## src/logic/bridge_ctrl_pkg.sv

```systemverilog
`default_nettype none
package bridge_ctrl_pkg;
  // System clock figures.
  localparam int unsigned CLK_PERIOD_NS     = 100;
  localparam int unsigned SYS_CLK_MHZ       = 10;
  localparam int unsigned NS_PER_MS         = 1_000_000;
  // Clear output stays released this long after reset ends.
  localparam int unsigned CLEAR_HOLD_MS     = 5;
  localparam int unsigned CLEAR_HOLD_CYCLES = CLEAR_HOLD_MS * NS_PER_MS / CLK_PERIOD_NS;
  // Receive timeout step.
  localparam int unsigned RX_STEP_MS        = 1;
  localparam int unsigned MS_TICK_CYCLES    = RX_STEP_MS * NS_PER_MS / CLK_PERIOD_NS;
  localparam logic [7:0]  RX_TIMEOUT_MIN    = 8'h01;
  // Configuration memory serial clock half period.
  localparam int unsigned CFG_HALF_NS       = 500;
  localparam int unsigned CFG_HALF_CYCLES   = (CFG_HALF_NS + CLK_PERIOD_NS - 1) / CLK_PERIOD_NS;
  localparam int unsigned CFG_WORDS         = 64;
  localparam logic [5:0]  CFG_LAST_ADDR     = 6'h3f;
  localparam logic [2:0]  CFG_READ_OP       = 3'h6;
  localparam logic [4:0]  CFG_CMD_BITS      = 5'h09;
  localparam logic [4:0]  CFG_LAST_BIT      = 5'h18;
  localparam logic [15:0] CFG_BLANK_WORD    = 16'hffff;
  localparam logic [5:0]  CFG_OPT_WORD      = 6'h00;
  localparam int unsigned OPT_USB2_BIT      = 0;
  localparam int unsigned OPT_PULLDOWN_BIT  = 1;
  // Baud generator: reference rate against the system rate, in eighths.
  localparam int unsigned REF_CLK_MHZ       = 48;
  localparam logic [23:0] PHASE_STEP        = 24'(REF_CLK_MHZ * 8);
  localparam logic [23:0] LIM_SCALE         = 24'(SYS_CLK_MHZ);
  localparam logic [16:0] DIV_EIGHTHS_3M    = 17'h00008;
  localparam logic [16:0] DIV_EIGHTHS_2M    = 17'h0000c;
  localparam logic [16:0] DIV_EIGHTHS_RST   = 17'h00010;
  localparam logic [3:0]  OVERSAMPLE_LAST   = 4'hf;
  // Serial-mode pin map on the shared interface port.
  localparam logic [7:0]  SERIAL_OE_MASK    = 8'h15;

  typedef enum logic [3:0] {
    CFG_START = 4'b0001,
    CFG_SHIFT = 4'b0010,
    CFG_NEXT  = 4'b0100,
    CFG_DONE  = 4'b1000
  } cfg_state_t;
endpackage
`default_nettype wire

```

## src/logic/usb_serial_bridge_control.sv

```systemverilog
// Functional notes
// - Config-memory pins float during reset; serial clock is driven afterwards.
// - Serial clock pin pulled low in reset selects the alternate product identifier.
// - Select pin pulled low in reset selects 48MHz mode, unpulled selects 6MHz.
// - Suspend indicator is low while the link is suspended, high otherwise.
// - Power-switch enable goes low once configured, high while suspended.
// - Supply strap low means bus powered, high means self powered.
// - With pull-down option set and power off, interface lines are pulled low.
// - Pending receive data is flushed after a 1 to 255 ms programmed timeout.
// - Line driver enable stays asserted while a break is transmitted.
// - Prescaler divides by n from 2 upward plus a fraction in eighths.
// - Prescaler 1 gives 2 Mbaud, 0 gives 3 Mbaud, both without fraction.
// - Parallel mode turns the eight interface lines into a port, reversible.
// - In parallel mode host bytes reach the port paced by the prescaler.
// - Only the first 64 configuration words are read, larger memories ignored.
// - Absent memory reads blank and built-in defaults are used.
// - Stored option selects a 2.0 device descriptor, still full speed.
// - Absent, blank or invalid memory removes the serial number.
// - External active-low reset combines with the power-on reset.
// - Clear output floats 5 ms after reset ends, driven low during external reset, floating during power-on reset.
// - Sixteen-times baud enable is derived from the 48MHz reference figure.
`default_nettype none
module usb_serial_bridge_control
  import bridge_ctrl_pkg::*;
#(
  parameter int unsigned CLEAR_HOLD = CLEAR_HOLD_CYCLES,
  parameter int unsigned MS_TICK    = MS_TICK_CYCLES
) (
  // Clock and resets
  input  wire logic        clk_sys,
  input  wire logic        rst_n,
  input  wire logic        ext_reset_n,
  // Clear output
  output logic             clear_output_n_o,
  output logic             clear_output_n_oe,
  // Configuration memory pins
  input  wire logic        cfg_mem_select_i,
  output logic             cfg_mem_select_o,
  output logic             cfg_mem_select_oe,
  input  wire logic        cfg_mem_serial_clock_i,
  output logic             cfg_mem_serial_clock_o,
  output logic             cfg_mem_serial_clock_oe,
  input  wire logic        cfg_mem_data_io_i,
  output logic             cfg_mem_data_io_o,
  output logic             cfg_mem_data_io_oe,
  // Configuration results
  input  wire logic [5:0]  cfg_word_addr,
  output logic      [15:0] cfg_word_data,
  output logic             cfg_done,
  output logic             usb2_descriptor,
  output logic             serial_number_present,
  output logic             alt_product_id,
  output logic             clock_mode_48m,
  // Power control
  input  wire logic        usb_suspended,
  input  wire logic        usb_configured,
  input  wire logic        supply_source_strap,
  output logic             suspend_n,
  output logic             power_switch_enable_n,
  output logic             bus_powered,
  output logic             iface_pulldown,
  // Receive timeout
  input  wire logic [7:0]  rx_timeout_ms,
  input  wire logic        rx_data_pending,
  input  wire logic        rx_activity,
  output logic             rx_flush,
  // Serial engine
  input  wire logic        uart_txd,
  input  wire logic        uart_rts_n,
  input  wire logic        uart_dtr_n,
  input  wire logic        uart_tx_busy,
  input  wire logic        uart_break_active,
  input  wire logic        uart_char_idle,
  input  wire logic [13:0] baud_div_int,
  input  wire logic [2:0]  baud_div_frac,
  output logic             line_driver_enable,
  output logic             baud_x16_tick,
  // Parallel port
  input  wire logic        parallel_mode_req,
  input  wire logic [7:0]  port_dir,
  input  wire logic [7:0]  host_data,
  input  wire logic        host_valid,
  output logic             host_ready,
  output logic             parallel_active,
  input  wire logic [7:0]  iface_i,
  output logic      [7:0]  iface_o,
  output logic      [7:0]  iface_oe,
  output logic      [7:0]  port_read
);

  function automatic logic [16:0] div_eighths_of(input logic [13:0] n, input logic [2:0] f);
    if (n == 14'h0000) begin
      return DIV_EIGHTHS_3M;
    end else if (n == 14'h0001) begin
      return DIV_EIGHTHS_2M;
    end
    return {n, f};
  endfunction

  logic             dev_rst;
  logic [31:0]      clear_cnt;
  cfg_state_t       cfg_state;
  logic [31:0]      half_cnt;
  logic             half_en;
  logic [4:0]       bit_cnt;
  logic [5:0]       cfg_addr;
  logic [15:0]      shreg;
  logic [15:0]      word_sum;
  logic [15:0]      cfg_mem [CFG_WORDS];
  logic             pd_opt;
  logic [8:0]       cmd_word;
  logic             pwr_on;
  logic [31:0]      ms_cnt;
  logic             ms_tick;
  logic [7:0]       to_cnt;
  logic [7:0]       to_limit;
  logic [16:0]      div_eighths;
  logic [23:0]      cur_lim;
  logic [23:0]      acc;
  logic [23:0]      next_acc;
  logic [3:0]       os_cnt;
  logic [7:0]       port_latch;

  assign cmd_word = {CFG_READ_OP, cfg_addr};
  assign pwr_on   = usb_configured & ~usb_suspended;
  assign to_limit = (rx_timeout_ms == 8'h00) ? RX_TIMEOUT_MIN : rx_timeout_ms;
  assign cur_lim  = 24'(div_eighths) * LIM_SCALE;
  assign next_acc = acc + PHASE_STEP;

  // External reset is taken synchronously; power-on reset holds it set.
  always_ff @(posedge clk_sys or negedge rst_n) begin
    if (!rst_n) begin
      dev_rst <= 1'b1;
    end else begin
      dev_rst <= ~ext_reset_n;
    end
  end

  // Clear output: floating in power-on reset, low in external reset, released for the hold time, then driven high.
  always_ff @(posedge clk_sys or negedge rst_n) begin
    if (!rst_n) begin
      clear_cnt         <= 32'h0;
      clear_output_n_o  <= 1'b0;
      clear_output_n_oe <= 1'b0;
    end else if (dev_rst) begin
      clear_cnt         <= 32'h0;
      clear_output_n_o  <= 1'b0;
      clear_output_n_oe <= 1'b1;
    end else if (clear_cnt != 32'(CLEAR_HOLD)) begin
      clear_cnt         <= clear_cnt + 32'h1;
      clear_output_n_oe <= 1'b0;
    end else begin
      clear_output_n_o  <= 1'b1;
      clear_output_n_oe <= 1'b1;
    end
  end

  // Straps are caught while reset holds the pins floating.
  always_ff @(posedge clk_sys or negedge rst_n) begin
    if (!rst_n) begin
      alt_product_id <= 1'b0;
      clock_mode_48m <= 1'b0;
    end else if (dev_rst) begin
      alt_product_id <= ~cfg_mem_serial_clock_i;
      clock_mode_48m <= ~cfg_mem_select_i;
    end
  end

  // Half-period enable for the configuration memory clock.
  always_ff @(posedge clk_sys or negedge rst_n) begin
    if (!rst_n) begin
      half_cnt <= 32'h0;
      half_en  <= 1'b0;
    end else if (dev_rst || half_cnt == 32'(CFG_HALF_CYCLES - 1)) begin
      half_cnt <= 32'h0;
      half_en  <= ~dev_rst;
    end else begin
      half_cnt <= half_cnt + 32'h1;
      half_en  <= 1'b0;
    end
  end

  // Reads words 0..63 one by one; anything beyond is never addressed.
  always_ff @(posedge clk_sys or negedge rst_n) begin
    if (!rst_n) begin
      cfg_state               <= CFG_START;
      bit_cnt                 <= 5'h0;
      cfg_addr                <= 6'h0;
      shreg                   <= 16'h0;
      word_sum                <= 16'h0;
      cfg_done                <= 1'b0;
      cfg_mem_select_o        <= 1'b0;
      cfg_mem_select_oe       <= 1'b0;
      cfg_mem_serial_clock_o  <= 1'b0;
      cfg_mem_serial_clock_oe <= 1'b0;
      cfg_mem_data_io_o       <= 1'b0;
      cfg_mem_data_io_oe      <= 1'b0;
    end else if (dev_rst) begin
      cfg_state               <= CFG_START;
      bit_cnt                 <= 5'h0;
      cfg_addr                <= 6'h0;
      word_sum                <= 16'h0;
      cfg_done                <= 1'b0;
      cfg_mem_select_oe       <= 1'b0;
      cfg_mem_serial_clock_oe <= 1'b0;
      // A read cut short must not leave the clock high or the memory selected.
      cfg_mem_select_o        <= 1'b0;
      cfg_mem_serial_clock_o  <= 1'b0;
      cfg_mem_data_io_oe      <= 1'b0;
    end else begin
      cfg_mem_select_oe       <= 1'b1;
      cfg_mem_serial_clock_oe <= 1'b1;
      if (half_en) begin
        case (cfg_state)
          CFG_START: begin
            cfg_mem_select_o   <= 1'b1;
            cfg_mem_data_io_o  <= cmd_word[8];
            cfg_mem_data_io_oe <= 1'b1;
            bit_cnt            <= 5'h0;
            cfg_state          <= CFG_SHIFT;
          end
          CFG_SHIFT: begin
            if (!cfg_mem_serial_clock_o) begin
              cfg_mem_serial_clock_o <= 1'b1;
              if (bit_cnt >= CFG_CMD_BITS) begin
                shreg <= {shreg[14:0], cfg_mem_data_io_i};
              end
            end else begin
              cfg_mem_serial_clock_o <= 1'b0;
              bit_cnt                <= bit_cnt + 5'h1;
              if (bit_cnt + 5'h1 < CFG_CMD_BITS) begin
                cfg_mem_data_io_o <= cmd_word[4'(CFG_CMD_BITS - bit_cnt - 5'h2)];
              end else begin
                cfg_mem_data_io_oe <= 1'b0;
              end
              if (bit_cnt == CFG_LAST_BIT) begin
                cfg_state <= CFG_NEXT;
              end
            end
          end
          CFG_NEXT: begin
            cfg_mem_select_o <= 1'b0;
            if (cfg_addr == CFG_LAST_ADDR) begin
              cfg_state <= CFG_DONE;
            end else begin
              word_sum  <= word_sum + shreg;
              cfg_addr  <= cfg_addr + 6'h1;
              cfg_state <= CFG_START;
            end
          end
          CFG_DONE: begin
            cfg_done <= 1'b1;
          end
          default: begin
            cfg_state <= CFG_START;
          end
        endcase
      end
    end
  end

  always_ff @(posedge clk_sys) begin
    if (half_en && cfg_state == CFG_NEXT) begin
      cfg_mem[cfg_addr] <= shreg;
    end
    cfg_word_data <= cfg_mem[cfg_word_addr];
  end

  // Options only count when the contents are neither blank nor failing the sum.
  always_ff @(posedge clk_sys or negedge rst_n) begin
    if (!rst_n) begin
      usb2_descriptor       <= 1'b0;
      serial_number_present <= 1'b0;
      pd_opt                <= 1'b0;
    end else if (dev_rst) begin
      usb2_descriptor       <= 1'b0;
      serial_number_present <= 1'b0;
      pd_opt                <= 1'b0;
    end else if (half_en && cfg_state == CFG_DONE && !cfg_done) begin
      if (cfg_mem[CFG_OPT_WORD] != CFG_BLANK_WORD && word_sum == cfg_mem[CFG_LAST_ADDR]) begin
        usb2_descriptor       <= cfg_mem[CFG_OPT_WORD][OPT_USB2_BIT];
        serial_number_present <= 1'b1;
        pd_opt                <= cfg_mem[CFG_OPT_WORD][OPT_PULLDOWN_BIT];
      end else begin
        serial_number_present <= 1'b0;
      end
    end
  end

  always_ff @(posedge clk_sys or negedge rst_n) begin
    if (!rst_n) begin
      suspend_n             <= 1'b1;
      power_switch_enable_n <= 1'b1;
      bus_powered           <= 1'b0;
      iface_pulldown        <= 1'b0;
    end else begin
      suspend_n             <= ~usb_suspended;
      power_switch_enable_n <= ~pwr_on;
      bus_powered           <= ~supply_source_strap;
      iface_pulldown        <= pd_opt & ~pwr_on;
    end
  end

  // Millisecond tick and receive flush timer.
  always_ff @(posedge clk_sys or negedge rst_n) begin
    if (!rst_n) begin
      ms_cnt  <= 32'h0;
      ms_tick <= 1'b0;
    end else if (ms_cnt == 32'(MS_TICK - 1)) begin
      ms_cnt  <= 32'h0;
      ms_tick <= 1'b1;
    end else begin
      ms_cnt  <= ms_cnt + 32'h1;
      ms_tick <= 1'b0;
    end
  end

  always_ff @(posedge clk_sys or negedge rst_n) begin
    if (!rst_n) begin
      to_cnt   <= 8'h0;
      rx_flush <= 1'b0;
    end else if (rx_activity || !rx_data_pending) begin
      to_cnt   <= 8'h0;
      rx_flush <= 1'b0;
    end else if (ms_tick && to_cnt + 8'h1 >= to_limit) begin
      to_cnt   <= 8'h0;
      rx_flush <= 1'b1;
    end else begin
      to_cnt   <= ms_tick ? to_cnt + 8'h1 : to_cnt;
      rx_flush <= 1'b0;
    end
  end

  // Divisor and mode are only taken over while no character is in flight.
  always_ff @(posedge clk_sys or negedge rst_n) begin
    if (!rst_n) begin
      div_eighths     <= DIV_EIGHTHS_RST;
      parallel_active <= 1'b0;
    end else if (uart_char_idle) begin
      div_eighths     <= div_eighths_of(baud_div_int, baud_div_frac);
      parallel_active <= parallel_mode_req;
    end
  end

  // Phase accumulator in reference eighths; saturates at one tick a cycle.
  always_ff @(posedge clk_sys or negedge rst_n) begin
    if (!rst_n) begin
      acc           <= 24'h0;
      baud_x16_tick <= 1'b0;
      os_cnt        <= 4'h0;
    end else if (next_acc >= cur_lim) begin
      acc           <= (next_acc >= {cur_lim[22:0], 1'b0}) ? 24'h0 : next_acc - cur_lim;
      baud_x16_tick <= 1'b1;
      os_cnt        <= os_cnt + 4'h1;
    end else begin
      acc           <= next_acc;
      baud_x16_tick <= 1'b0;
    end
  end

  always_ff @(posedge clk_sys or negedge rst_n) begin
    if (!rst_n) begin
      line_driver_enable <= 1'b0;
    end else begin
      line_driver_enable <= ~parallel_active & (uart_tx_busy | uart_break_active);
    end
  end

  // One host byte per bit period reaches the port.
  always_ff @(posedge clk_sys or negedge rst_n) begin
    if (!rst_n) begin
      host_ready <= 1'b0;
      port_latch <= 8'h0;
    end else if (!parallel_active) begin
      host_ready <= 1'b0;
    end else if (host_valid && host_ready) begin
      host_ready <= 1'b0;
      port_latch <= host_data;
    end else if (baud_x16_tick && os_cnt == OVERSAMPLE_LAST) begin
      host_ready <= 1'b1;
    end
  end

  always_ff @(posedge clk_sys or negedge rst_n) begin
    if (!rst_n) begin
      iface_o   <= 8'h0;
      iface_oe  <= 8'h0;
      port_read <= 8'h0;
    end else begin
      port_read <= iface_i;
      if (parallel_active) begin
        iface_o  <= port_latch;
        iface_oe <= port_dir;
      end else begin
        iface_o  <= {3'h0, uart_dtr_n, 1'b0, uart_rts_n, 1'b0, uart_txd};
        iface_oe <= SERIAL_OE_MASK;
      end
    end
  end

  cfg_float_a:
    assert property (@(posedge clk_sys) disable iff (!rst_n)
      dev_rst |=> !cfg_mem_select_oe && !cfg_mem_serial_clock_oe && !cfg_mem_data_io_oe)
    else $error("config pins driven in reset");
  cfg_clock_drive_a:
    assert property (@(posedge clk_sys) disable iff (!rst_n)
      $fell(dev_rst) |=> cfg_mem_serial_clock_oe [*3])
    else $error("config clock not driven after reset");
  product_strap_a:
    assert property (@(posedge clk_sys) disable iff (!rst_n)
      dev_rst |=> alt_product_id == !$past(cfg_mem_serial_clock_i))
    else $error("product strap wrong");
  clock_strap_a:
    assert property (@(posedge clk_sys) disable iff (!rst_n)
      ##1 $fell(dev_rst) |-> clock_mode_48m == !$past(cfg_mem_select_i))
    else $error("clock strap wrong");
  suspend_out_a:
    assert property (@(posedge clk_sys) disable iff (!rst_n)
      usb_suspended |=> !suspend_n && power_switch_enable_n)
    else $error("suspend outputs wrong");
  power_switch_a:
    assert property (@(posedge clk_sys) disable iff (!rst_n)
      !power_switch_enable_n |-> $past(usb_configured) && !$past(usb_suspended))
    else $error("power switch on without configuration");
  supply_strap_a:
    assert property (@(posedge clk_sys) disable iff (!rst_n)
      ##1 1'b1 |-> bus_powered != $past(supply_source_strap))
    else $error("supply strap wrong");
  pulldown_gate_a:
    assert property (@(posedge clk_sys) disable iff (!rst_n)
      iface_pulldown |-> power_switch_enable_n && $past(pd_opt))
    else $error("pulldown while powered");
  flush_cause_a:
    assert property (@(posedge clk_sys) disable iff (!rst_n)
      rx_flush |-> $past(rx_data_pending) && $past(ms_tick) && !$past(rx_activity))
    else $error("flush without pending data");
  flush_restart_a:
    assert property (@(posedge clk_sys) disable iff (!rst_n)
      rx_flush |=> !rx_flush && to_cnt == 8'h0)
    else $error("timer not restarted");
  break_enable_a:
    assert property (@(posedge clk_sys) disable iff (!rst_n)
      uart_break_active && !parallel_active |=> line_driver_enable)
    else $error("driver enable dropped during break");
  divisor_take_a:
    assert property (@(posedge clk_sys) disable iff (!rst_n)
      uart_char_idle && baud_div_int == 14'h0001 |=> div_eighths == DIV_EIGHTHS_2M)
    else $error("2 Mbaud divisor wrong");
  boundary_hold_a:
    assert property (@(posedge clk_sys) disable iff (!rst_n)
      !uart_char_idle |=> $stable(div_eighths) && $stable(parallel_active))
    else $error("divisor changed mid character");
  host_pace_a:
    assert property (@(posedge clk_sys) disable iff (!rst_n)
      host_valid && host_ready |=> !host_ready ##1 iface_o == $past(host_data, 2) || !parallel_active)
    else $error("host byte not paced");
  serial_blank_a:
    assert property (@(posedge clk_sys) disable iff (!rst_n)
      cfg_done && cfg_mem[CFG_OPT_WORD] == CFG_BLANK_WORD |-> !serial_number_present)
    else $error("serial number on blank memory");
  descriptor_valid_a:
    assert property (@(posedge clk_sys) disable iff (!rst_n)
      usb2_descriptor |-> serial_number_present)
    else $error("descriptor option without valid memory");
  clear_low_a:
    assert property (@(posedge clk_sys) disable iff (!rst_n)
      dev_rst |=> clear_output_n_oe && !clear_output_n_o)
    else $error("clear output not low in reset");

endmodule
`default_nettype wire

```

## config.mk

```make
export PLATFORM = sky130hd
export DESIGN_NAME = usb_serial_bridge_control
export DESIGN_NICKNAME = d
export VERILOG_FILES = /design/src/logic/bridge_ctrl_pkg.sv /design/src/logic/usb_serial_bridge_control.sv
export SDC_FILE = /design/constraint.sdc
export NUM_CORES = 1
export LEC_CHECK = 0
export BUFFER_PORTS_ARGS = -buffer_cell sky130_fd_sc_hd__buf_2
export CAP_MARGIN = 20
export CORE_UTILIZATION = 40
export CTS_CLUSTER_DIAMETER = 80
export DETAILED_ROUTE_END_ITERATION = 12
export PLACE_DENSITY = 0.63
export SYNTH_ARGS = -nofsm -noshare
export SYNTH_HDL_FRONTEND = slang
export SYNTH_SLANG_ARGS = --single-unit
```

## constraint.sdc

```tcl
create_clock -name clk_sys -period 5 [get_ports clk_sys]
set_clock_uncertainty 0.2 [all_clocks]
set_input_delay 0.5 -clock clk_sys [delete_from_list [all_inputs] [get_ports clk_sys]]
set_output_delay 0.5 -clock clk_sys [all_outputs]
set_load 0.01 [all_outputs]
```

* Word level (Yosys, flattened, before mapping) *
Memory sizes are Yosys's and may differ from the RTL's. A register that Yosys moved wholly into a read port is not among the register bits.
Cells that the tools add are included.

storage, ports and cells
  register bits = 253
  word-level logic and storage cells = 211
  output and inout bits = 62
  input port bits = 74
  memory bits (writable) = 1024
  latch bits = 0
  memories = 1
  ROM bits = 0

cells by class
  multiplexer cells = 80
  add/subtract/negate cells = 12
  bitwise logic cells = 13
  shifts and indexed selects = 0
  order comparisons = 6
  equality and inequality tests = 22
  div/mod/pow operators = 0
  reduce and logical (&&, ||, !) cells = 35
  multipliers = 1

memories
  name     words  bits a word  read ports  clocked after memory_dff  wr ports  line                              text
  cfg_mem  64     16           3           1                         1         usb_serial_bridge_control.sv:109  logic [15:0] cfg_mem [CFG_WORDS];

operators with widths
  kind                                                      number
  two-way mux 32 bit                                        4
  adder 32 x 1 -> 32 bit (second input constant)            3
  two-way mux 16 bit                                        4
  two-way mux 17 bit                                        3
  two-way mux 24 bit                                        2
  two-way mux 8 bit                                         6
  two-way mux 1 bit                                         43
  == test 32 x 14 -> 1 bit (second input constant)          1
  == test 32 x 3 -> 1 bit (second input constant)           1
  inequality test 32 x 16 -> 1 bit (second input constant)  1
  adder 24 x 9 -> 24 bit (second input constant)            1
  >= comparator 24 x 21 -> 1 bit                            1
  >= comparator 24 x 22 -> 1 bit                            1
  two-way mux 6 bit                                         4
  subtractor 24 x 21 -> 24 bit                              1
  multiplier 17 x 3 -> 20 bit (second input constant)       1
  two-way mux 4 bit                                         5
  adder 16 bit                                              1
  == test 16 bit                                            1
  inequality test 16 bit (second input constant)            1
  one-hot mux 4 bit (4 select lines)                        1
  nonzero test 2 bit                                        8
  two-way mux 5 bit                                         3
  == test 14 x 1 -> 1 bit (second input constant)           1
  35 further kinds                                          71

* Longest topological paths before layout *
Gate-level depths: netlist of the first run.

  depth in word-level cells = 7
  depth in mapped cells = 22
  mapped depth without buffers = 21

* Worst setup path before layout of the first run *
No wires, ideal clock.

  path type = register to register
  from = reg div_eighths[3]
  to = reg acc[23]
  clock period less this slack = 4.758 ns
  stages on the path, launching flop included = 22
  path slack = 0.242 ns
  library setup time = 0.087 ns
  arrival time = 4.471 ns
  buffers on the path = 0
  required time = 4.713 ns
  cells stage by stage = dfrtp_1 > ha_1 > ha_1 > inv_1 > fa_1 > nand2b_1 > a21oi_2 > nor3_1 > xor2_1 > ha_1 > a21o_1 > a21oi_1 > o21a_1 > a31o_2 > maj3_1 > a2bb2oi_1 > o2111ai_1 > nand4_1 > a21o_1 > a41o_1 > or4_1 > a22oi_1

on the way
  word-level cells in the longest chain between the ends = 4
  elaborated cells on any way between the ends = 6
  those cells by class = add/sub: 1; mul: 1; order compare: 2; mux: 2

RTL lines
  element                                                                                line                              text
  from (decl)                                                                            usb_serial_bridge_control.sv:117  logic [16:0] div_eighths;
  from (signal assigned)                                                                 usb_serial_bridge_control.sv:340  div_eighths <= div_eighths_of(baud_div_int, baud_div_frac);
  multiplier 17 x 3 -> 20 bit *                                                          usb_serial_bridge_control.sv:127  assign cur_lim = 24'(div_eighths) * LIM_SCALE;
  subtractor 24 x 21 -> 24 bit / >= comparator 24 x 22 -> 1 bit (equally long branches)  usb_serial_bridge_control.sv:352  acc <= (next_acc >= {cur_lim[22:0], 1'b0}) ? 24'h0 : next_acc - cur_lim;
  two-way mux 24 bit                                                                     usb_serial_bridge_control.sv:352
  two-way mux 24 bit *                                                                   usb_serial_bridge_control.sv:351  end else if (next_acc >= cur_lim) begin
  to (signal assigned)                                                                   usb_serial_bridge_control.sv:352
  to (signal assigned)                                                                   usb_serial_bridge_control.sv:356  acc <= next_acc;
  to (decl)                                                                              usb_serial_bridge_control.sv:119  logic [23:0] acc;

Mark *: on every way between the ends. The rest lies on a longest branch, timed or not.
A chain may end at the register's enable or synchronous reset.

* Final worst setup path of the first run *
Same ends and word-level chain as after synthesis.

==> results of run 1 <==
## critical path: stages (launching register included)
cell and delay [ns]:
dfrtp_2 0.45, ha_4 0.29, ha_4 0.13, inv_2 0.04, fa_2 0.35, nand2b_4 0.16, a21oi_4 0.17, nor3_4 0.06
xor2_2 0.16, ha_1 0.35, a21o_1 0.20, a21oi_2 0.16, o21a_1 0.14, a31o_2 0.12, maj3_2 0.22, a2bb2oi_4 0.07
o211ai_1 0.30, nand4_1 0.16, a21o_1 0.21, a41o_1 0.25, or4_4 0.42, a22oi_2 0.14
## registers in the layout (all words and copies together), names as in the netlist, 8 cells and up
| register | cells |
|---|---|
| acc | 23 |
| cfg_mem | 1024 |
| cfg_word_data | 16 |
| clear_cnt | 32 |
| div_eighths | 17 |
| half_cnt | 32 |
| iface_o | 8 |
| iface_oe | 8 |
| ms_cnt | 32 |
| port_latch | 8 |
| port_read | 8 |
| shreg | 16 |
| to_cnt | 8 |
| word_sum | 16 |
## report_power, final
group / leakage (µW) / internal, µW / switching [µW]
Clock: 0.00219 / 5820 / 4270
Sequential: 0.0106 / 11600 / 147
Combinational: 0.00669 / 1560 / 1860
Total: 0.0195 / 19000 / 6270
## final cells by class
cell class,count,area (µm²),area share [%]
multi-input combinational,1552,16100,25.47
clock inverter,74,691.9,1.094
sequential,1292,37400,59.15
clock buffer,183,3831,6.059
tap,1768,2212,3.498
antenna,2,5.005,0.007915
inverter,70,262.8,0.4155
timing repair buffer,357,2725,4.310
## logic make-up (layout without fill, tap and decap cells)
logic type	count (synthesis)	after routing	share of synthesized area (%)
AOI/OAI and AO/OA	256	256	3.118
buffers and inverters	194	684	1.456
DFF	1292	1292	69.37
other	0	2	0
xor gates and xnor gates	179	179	2.963
and+or+nand+nor	636	636	5.760
muxes	380	380	14.97
adders and majority gates	101	101	2.361
## layout by cell type, fill, tap and decap left out, drive strengths merged, types with 49 or more instances in the layout
| cell | netlist | layout |
|---|---|---|
| a21oi | 77 | 77 |
| buf | 48 | 280 |
| clkbuf | 76 | 183 |
| clkinv | 0 | 49 |
| dfrtp | 247 | 247 |
| dlygate4sd3 | 0 | 76 |
| edfxtp | 1024 | 1024 |
| ha | 92 | 92 |
| inv | 70 | 79 |
| mux4 | 337 | 337 |
| nand2 | 147 | 147 |
| nand3 | 72 | 72 |
| nor2 | 201 | 201 |
| o21ai | 62 | 62 |
| xnor2 | 86 | 86 |
| xor2 | 92 | 92 |
## final timing paths
| check | start | end | slack [ns] |
|---|---|---|---|
| worst max-delay path | div_eighths[3]$_DFFE_PN0P_ | acc[23]$_DFF_PN0_ | 0.18 |
| worst min-delay path | cfg_word_addr[5] | cfg_word_data[4]$_DFF_P_ | 0.06 |
| worst max register to register | div_eighths[3]$_DFFE_PN0P_ | acc[23]$_DFF_PN0_ | 0.18 |
| worst min register to register | ms_cnt[0]$_DFF_PN0_ | ms_cnt[0]$_DFF_PN0_ | 0.27 |
| max in group asynchronous | rst_n | shreg[0]$_DFFE_PN0P_ | 3.39 |
| min in group asynchronous | rst_n | port_latch[3]$_DFFE_PN0P_ | 0.10 |
## stage by stage
stage / util (%) / setup slack (ns) / total power [µW]
floorplan: - / 0.2418 / 14230
global placement: 43.07 / 0.03567 / 14980
detailed placement: 43.07 / -0.08575 / 15020
CTS: 47.04 / 0.001671 / 25200
global route: 47.32 / -0.02105 / 26340
finish: 47.32 / 0.1762 / 25300
## routing by layer
layer	share of wire, %	vias up
li1	-	12772
met1	44	14610
met2	49	733
met3	5.9	143
met4	1.8	0
met5	0	-
## what timing repair did
item                       in CTS  in global routing
buffers inserted                0                  5
hold endpoints to repair      143                  0
resized for setup               5                 48
hold buffers                   76                  0
pin swaps                       1                 28
gates cloned                    0                  1
setup endpoints to repair       7                 28
==> results.yml, run 1 <==
grt:
  gr-total-overflow: 0
  grtUsageMet1_pct: 24.86
  grt_util_met3_pct: 3.290
  antenna_found_initial: 6
  grt_max_degree: 113
  grt_pass1_vias: 29240
  use_met2_pct: 28.92
  gr-usage-all-layers_pct: 17.88
  grt_pass1_wl_mm: 183.1
  busiest_layer: "met2"
yosys:
  synth.most_common_cell: "edfxtp_1"
  synth_cell_types: 91
  synth_common_cells: "edfxtp_1 (1024), mux4_2 (337), dfrtp_1 (247)"
  synth-main-ff-cell: "edfxtp_1"
  avgSynthCellArea_um2: 17.74
  synth_area_mm2: 0.05389
  yosysWarnings: 0
  async_flop_share_pct: 19.50
  synthCells: 3038
  ys_top_cells_by_area: "edfxtp_1 (57%), mux4_2 (14%), dfrtp_1 (11%), ha_1 (2.1%), xor2_1 (1.5%)"
  synth-edff-count: 1024
  synth_area_leader_cell: "edfxtp_1"
  synthDominantCellAreaShare_pct: 57.06
  synthesis.nets: 3207
  ys_ff_latch: 1292
  ys_seq_area_share_pct: 69.37
finish:
  fin_cells: 5298
  postLayoutCellArea_mm2: 0.06323
  area_delta_synth_final_pct: 17.34
  drive_gt1_share_pct: 27.49
  finalNetCount: 3582
  fillers: 11175
pwr:
  ir_worst_vdd_uv: 210.0
  pwr_density_cell_mw_per_mm2: 400.1
  leakagePower_uw: 0.01946
cts:
  cts.sinks: 1292
  clk_path_buf_depth: 3
  cts_tree: "built"
  path_clk_slew_ns: 0.06
  clk_latency_ns: 0.77
  cts_root_buffer: "clkbuf_16"
  cts_made_buffers: 140
  cts_max_level: 4
floorplanning:
  fp.coreArea_mm2: 0.1336
  die_area_mm2: 0.1362
  die_w_um: 369.0
  start_util_pct: 40.33
  die_height_um: 369.0
  io_pins: 136
  num_rows: 134
setup_path:
  worstPathArrival_ns: 5.31
  worstSetupPathType: "reg -> reg"
  cp.required_ns: 5.48
  reg2reg_depth: 21
  cp-end-kind: "flop"
  start_kind: "flop"
  critPathMaxFanout: 4
drt:
  drtPass1Iterations: 9
  wl_per_cell_um: 22.67
  drc_errors: 20
  ant_nets: 0
  first_iter_violations: 2431
  finalWirelength_mm: 120.1
  via_count: 28258
  viasPerCell: 5.334
sta:
  max_freq_mhz: 207.3
  fin_crit_sh_pct: 96.48
  slew_headroom_pct: 17.72
  slew_viol_final: 0
  max_slew.worst_pin.slew_ns: 1.203
  whs_ns: 0.06399
  tns_ns: 0
  fin_crit_ns: 4.824
  hold_viol: 0
  setup_violations: 0
placement:
  place_area_mm2: 0.05755
  dp_hpwl_mm: 72.79
  portBuffers: 135
  numPlacedInstances: 4956
  gp_congestion: 0.7928
hold_path:
  min_path_cells: 2
  min_path_type: "in -> reg"
flow_run:
  maxCapViolations: 0
outcome:
  violations: "DRC"
  outcome: "finished with violations"
Note: power is estimated with default switching activity, not from simulation.
==> run 2: changes to the inputs <==
--- a/config.mk
+++ b/config.mk
@@ -5,8 +5,9 @@
 export SDC_FILE = /design/constraint.sdc
 export NUM_CORES = 1
 export LEC_CHECK = 0
-export BUFFER_PORTS_ARGS = -buffer_cell sky130_fd_sc_hd__buf_2
+export BUFFER_PORTS_ARGS = -buffer_cell sky130_fd_sc_hd__buf_4
 export CAP_MARGIN = 20
+export CORE_MARGIN = 1.5
 export CORE_UTILIZATION = 40
 export CTS_CLUSTER_DIAMETER = 80
 export DETAILED_ROUTE_END_ITERATION = 12
==> results.yml, run 2 (same netlist as run 1, synthesis figures left out) <==
outcome:
  outcome: "completed"
setup_path:
  critical_path.slowest_cell: "dfrtp_1"
  cp_num_buf_inv: 2
  slowest_delay_ns: 0.40
  reg2reg_depth: 20
  critPathMaxFanout: 9
  crit_chain: "ha_1, ha_2, inv_1, fa_2, nand2b_4, a21oi_4, nor3_2, xor2_1, ha_1, and4_1, and3_1, a21oi_1, o211ai_1, o221a_2, a221o_1, a41oi_1, maj3_1, a21oi_2, buf_4, o41ai_2"
  cpMostUsedCell: "ha_1"
  cp-end-kind: "flop"
  worst-r2r-setup-slack_ns: 0.22
  crit_family: "compound AO/OA/AOI/OAI gates"
  r2r_start: "div_eighths[3]$_DFFE_PN0P_"
  reg2reg_to: "acc[5]$_DFFE_PN0N_"
  start_kind: "flop"
  worstPathArrival_ns: 5.22
  cp.required_ns: 5.44
  worstSetupPathType: "reg -> reg"
  crit_start: "div_eighths[3]$_DFFE_PN0P_"
sta:
  max_freq_mhz: 209.1
  fin_crit_sh_pct: 95.65
  whs_ns: 0.1168
  hold_viol: 0
  setup_violations: 0
  max_slew.worst_pin.slew_ns: 1.056
  slew_viol_final: 0
  tns_ns: 0
  slew_headroom_pct: 29.51
  fin_crit_ns: 4.783
  rsz0062_at_grt: "true"
cts:
  cts_max_level: 4
  cts_tree: "built"
  path_clk_slew_ns: 0.06
  cts_made_buffers: 140
  clk_path_buf_depth: 3
  clk_latency_ns: 0.76
  cts_root_buffer: "clkbuf_16"
  cts.sinks: 1292
flow_run:
  maxCapViolations: 0
grt:
  grt_pass1_wl_mm: 183.9
  grt_max_degree: 80
  gr-total-overflow: 0
  antenna_found_initial: 3
  grt_pass1_vias: 29265
  gr-usage-all-layers_pct: 17.90
placement:
  dp_hpwl_mm: 72.60
  numPlacedInstances: 4952
  portBuffers: 135
  gp_congestion: 0.7810
floorplanning:
  io_pins: 136
  start_util_pct: 40.33
  die_height_um: 370.0
  fp.coreArea_mm2: 0.1336
  num_rows: 134
  die_w_um: 370.0
  die_area_mm2: 0.1369
finish:
  most-common-layout-cells: "edfxtp_1 (1024), mux4_2 (337), buf_4 (259)"
  antennaDiodeCount: 0
  largest_reg_flops: 1024
  area_delta_synth_final_pct: 18.03
  drive_gt1_share_pct: 26.96
  fillers: 11103
  finalNetCount: 3582
  fin_cells: 5299
  final_common_cell: "edfxtp_1"
  top_register: "cfg_mem"
drt:
  drc_errors: 0
  viasPerCell: 5.379
  finalWirelength_mm: 120.8
  via_count: 28501
  ant_nets: 0
  first_iter_violations: 2351
  wl_per_cell_um: 22.79
  drtPass1Iterations: 7
pwr:
  pwr_density_cell_mw_per_mm2: 400.8
  ir_worst_vdd_uv: 306.4
  leakagePower_uw: 0.01965
hold_path:
  min_path_type: "in -> async"
## run 2: worst max path at each step
stage          slack (ns)  depth (start not counted)                  to
2_1_floorplan        0.24                         21   acc[23]$_DFF_PN0_
3_3_place_gp         0.08                         21   acc[23]$_DFF_PN0_
3_5_place_dp        -0.04                         22  acc[5]$_DFFE_PN0N_
4_1_cts             0.002                         20   acc[23]$_DFF_PN0_
5_1_grt             -0.06                         20  acc[5]$_DFFE_PN0N_
6_report             0.22                         20  acc[5]$_DFFE_PN0N_
## run 2: where the power goes
group          total (µW)  internal, µW  switching, µW
registers           11800         11600            150
logic                3280          1500           1780
clock network       10400          6080           4340
## run 2: area by class of cell
cell class / count / area, µm² / share of cell area [%]
multi-input cells: 1552 / 15930 / 25.04
clock inverters: 81 / 920.9 / 1.448
flip-flops and latches: 1292 / 37400 / 58.80
repair buffers: 357 / 3075 / 4.835
well taps: 1768 / 2212 / 3.478
inverters: 70 / 262.8 / 0.4131
clock buffers: 179 / 3804 / 5.980
## run 2: timing repair
action / in CTS / in global routing
pin swaps: 0 / 19
hold buffers: 81 / 0
setup endpoints to repair: 4 / 28
gates resized for setup: 3 / 24
setup buffers: 0 / 5
hold endpoints to repair: 153 / 0
cloned: 0 / 0
## run 2: metrics by stage
step	worst slack (ns)	util (%)	total power, µW	area, µm²
floorplan	0.2418	-	14230	53890
global placement	0.07720	43.29	15010	57850
detailed placement	-0.04450	43.30	15050	57870
CTS	0.002051	47.46	25600	63420
global route	-0.05959	47.60	26530	63600
finish	0.2174	47.60	25490	63600
## run 2: routing by layer
metal | global-route usage (%) | up-vias | part of all wire (%) | routed length [µm]
met5 | 0 | - | 0 | 0
met4 | 4.792 | 0 | 2.0 | 2404
met3 | 3.088 | 155 | 5.9 | 7070
met2 | 28.61 | 806 | 48 | 57760
met1 | 25.37 | 14777 | 44 | 53540
li1 | - | 12763 | - | -
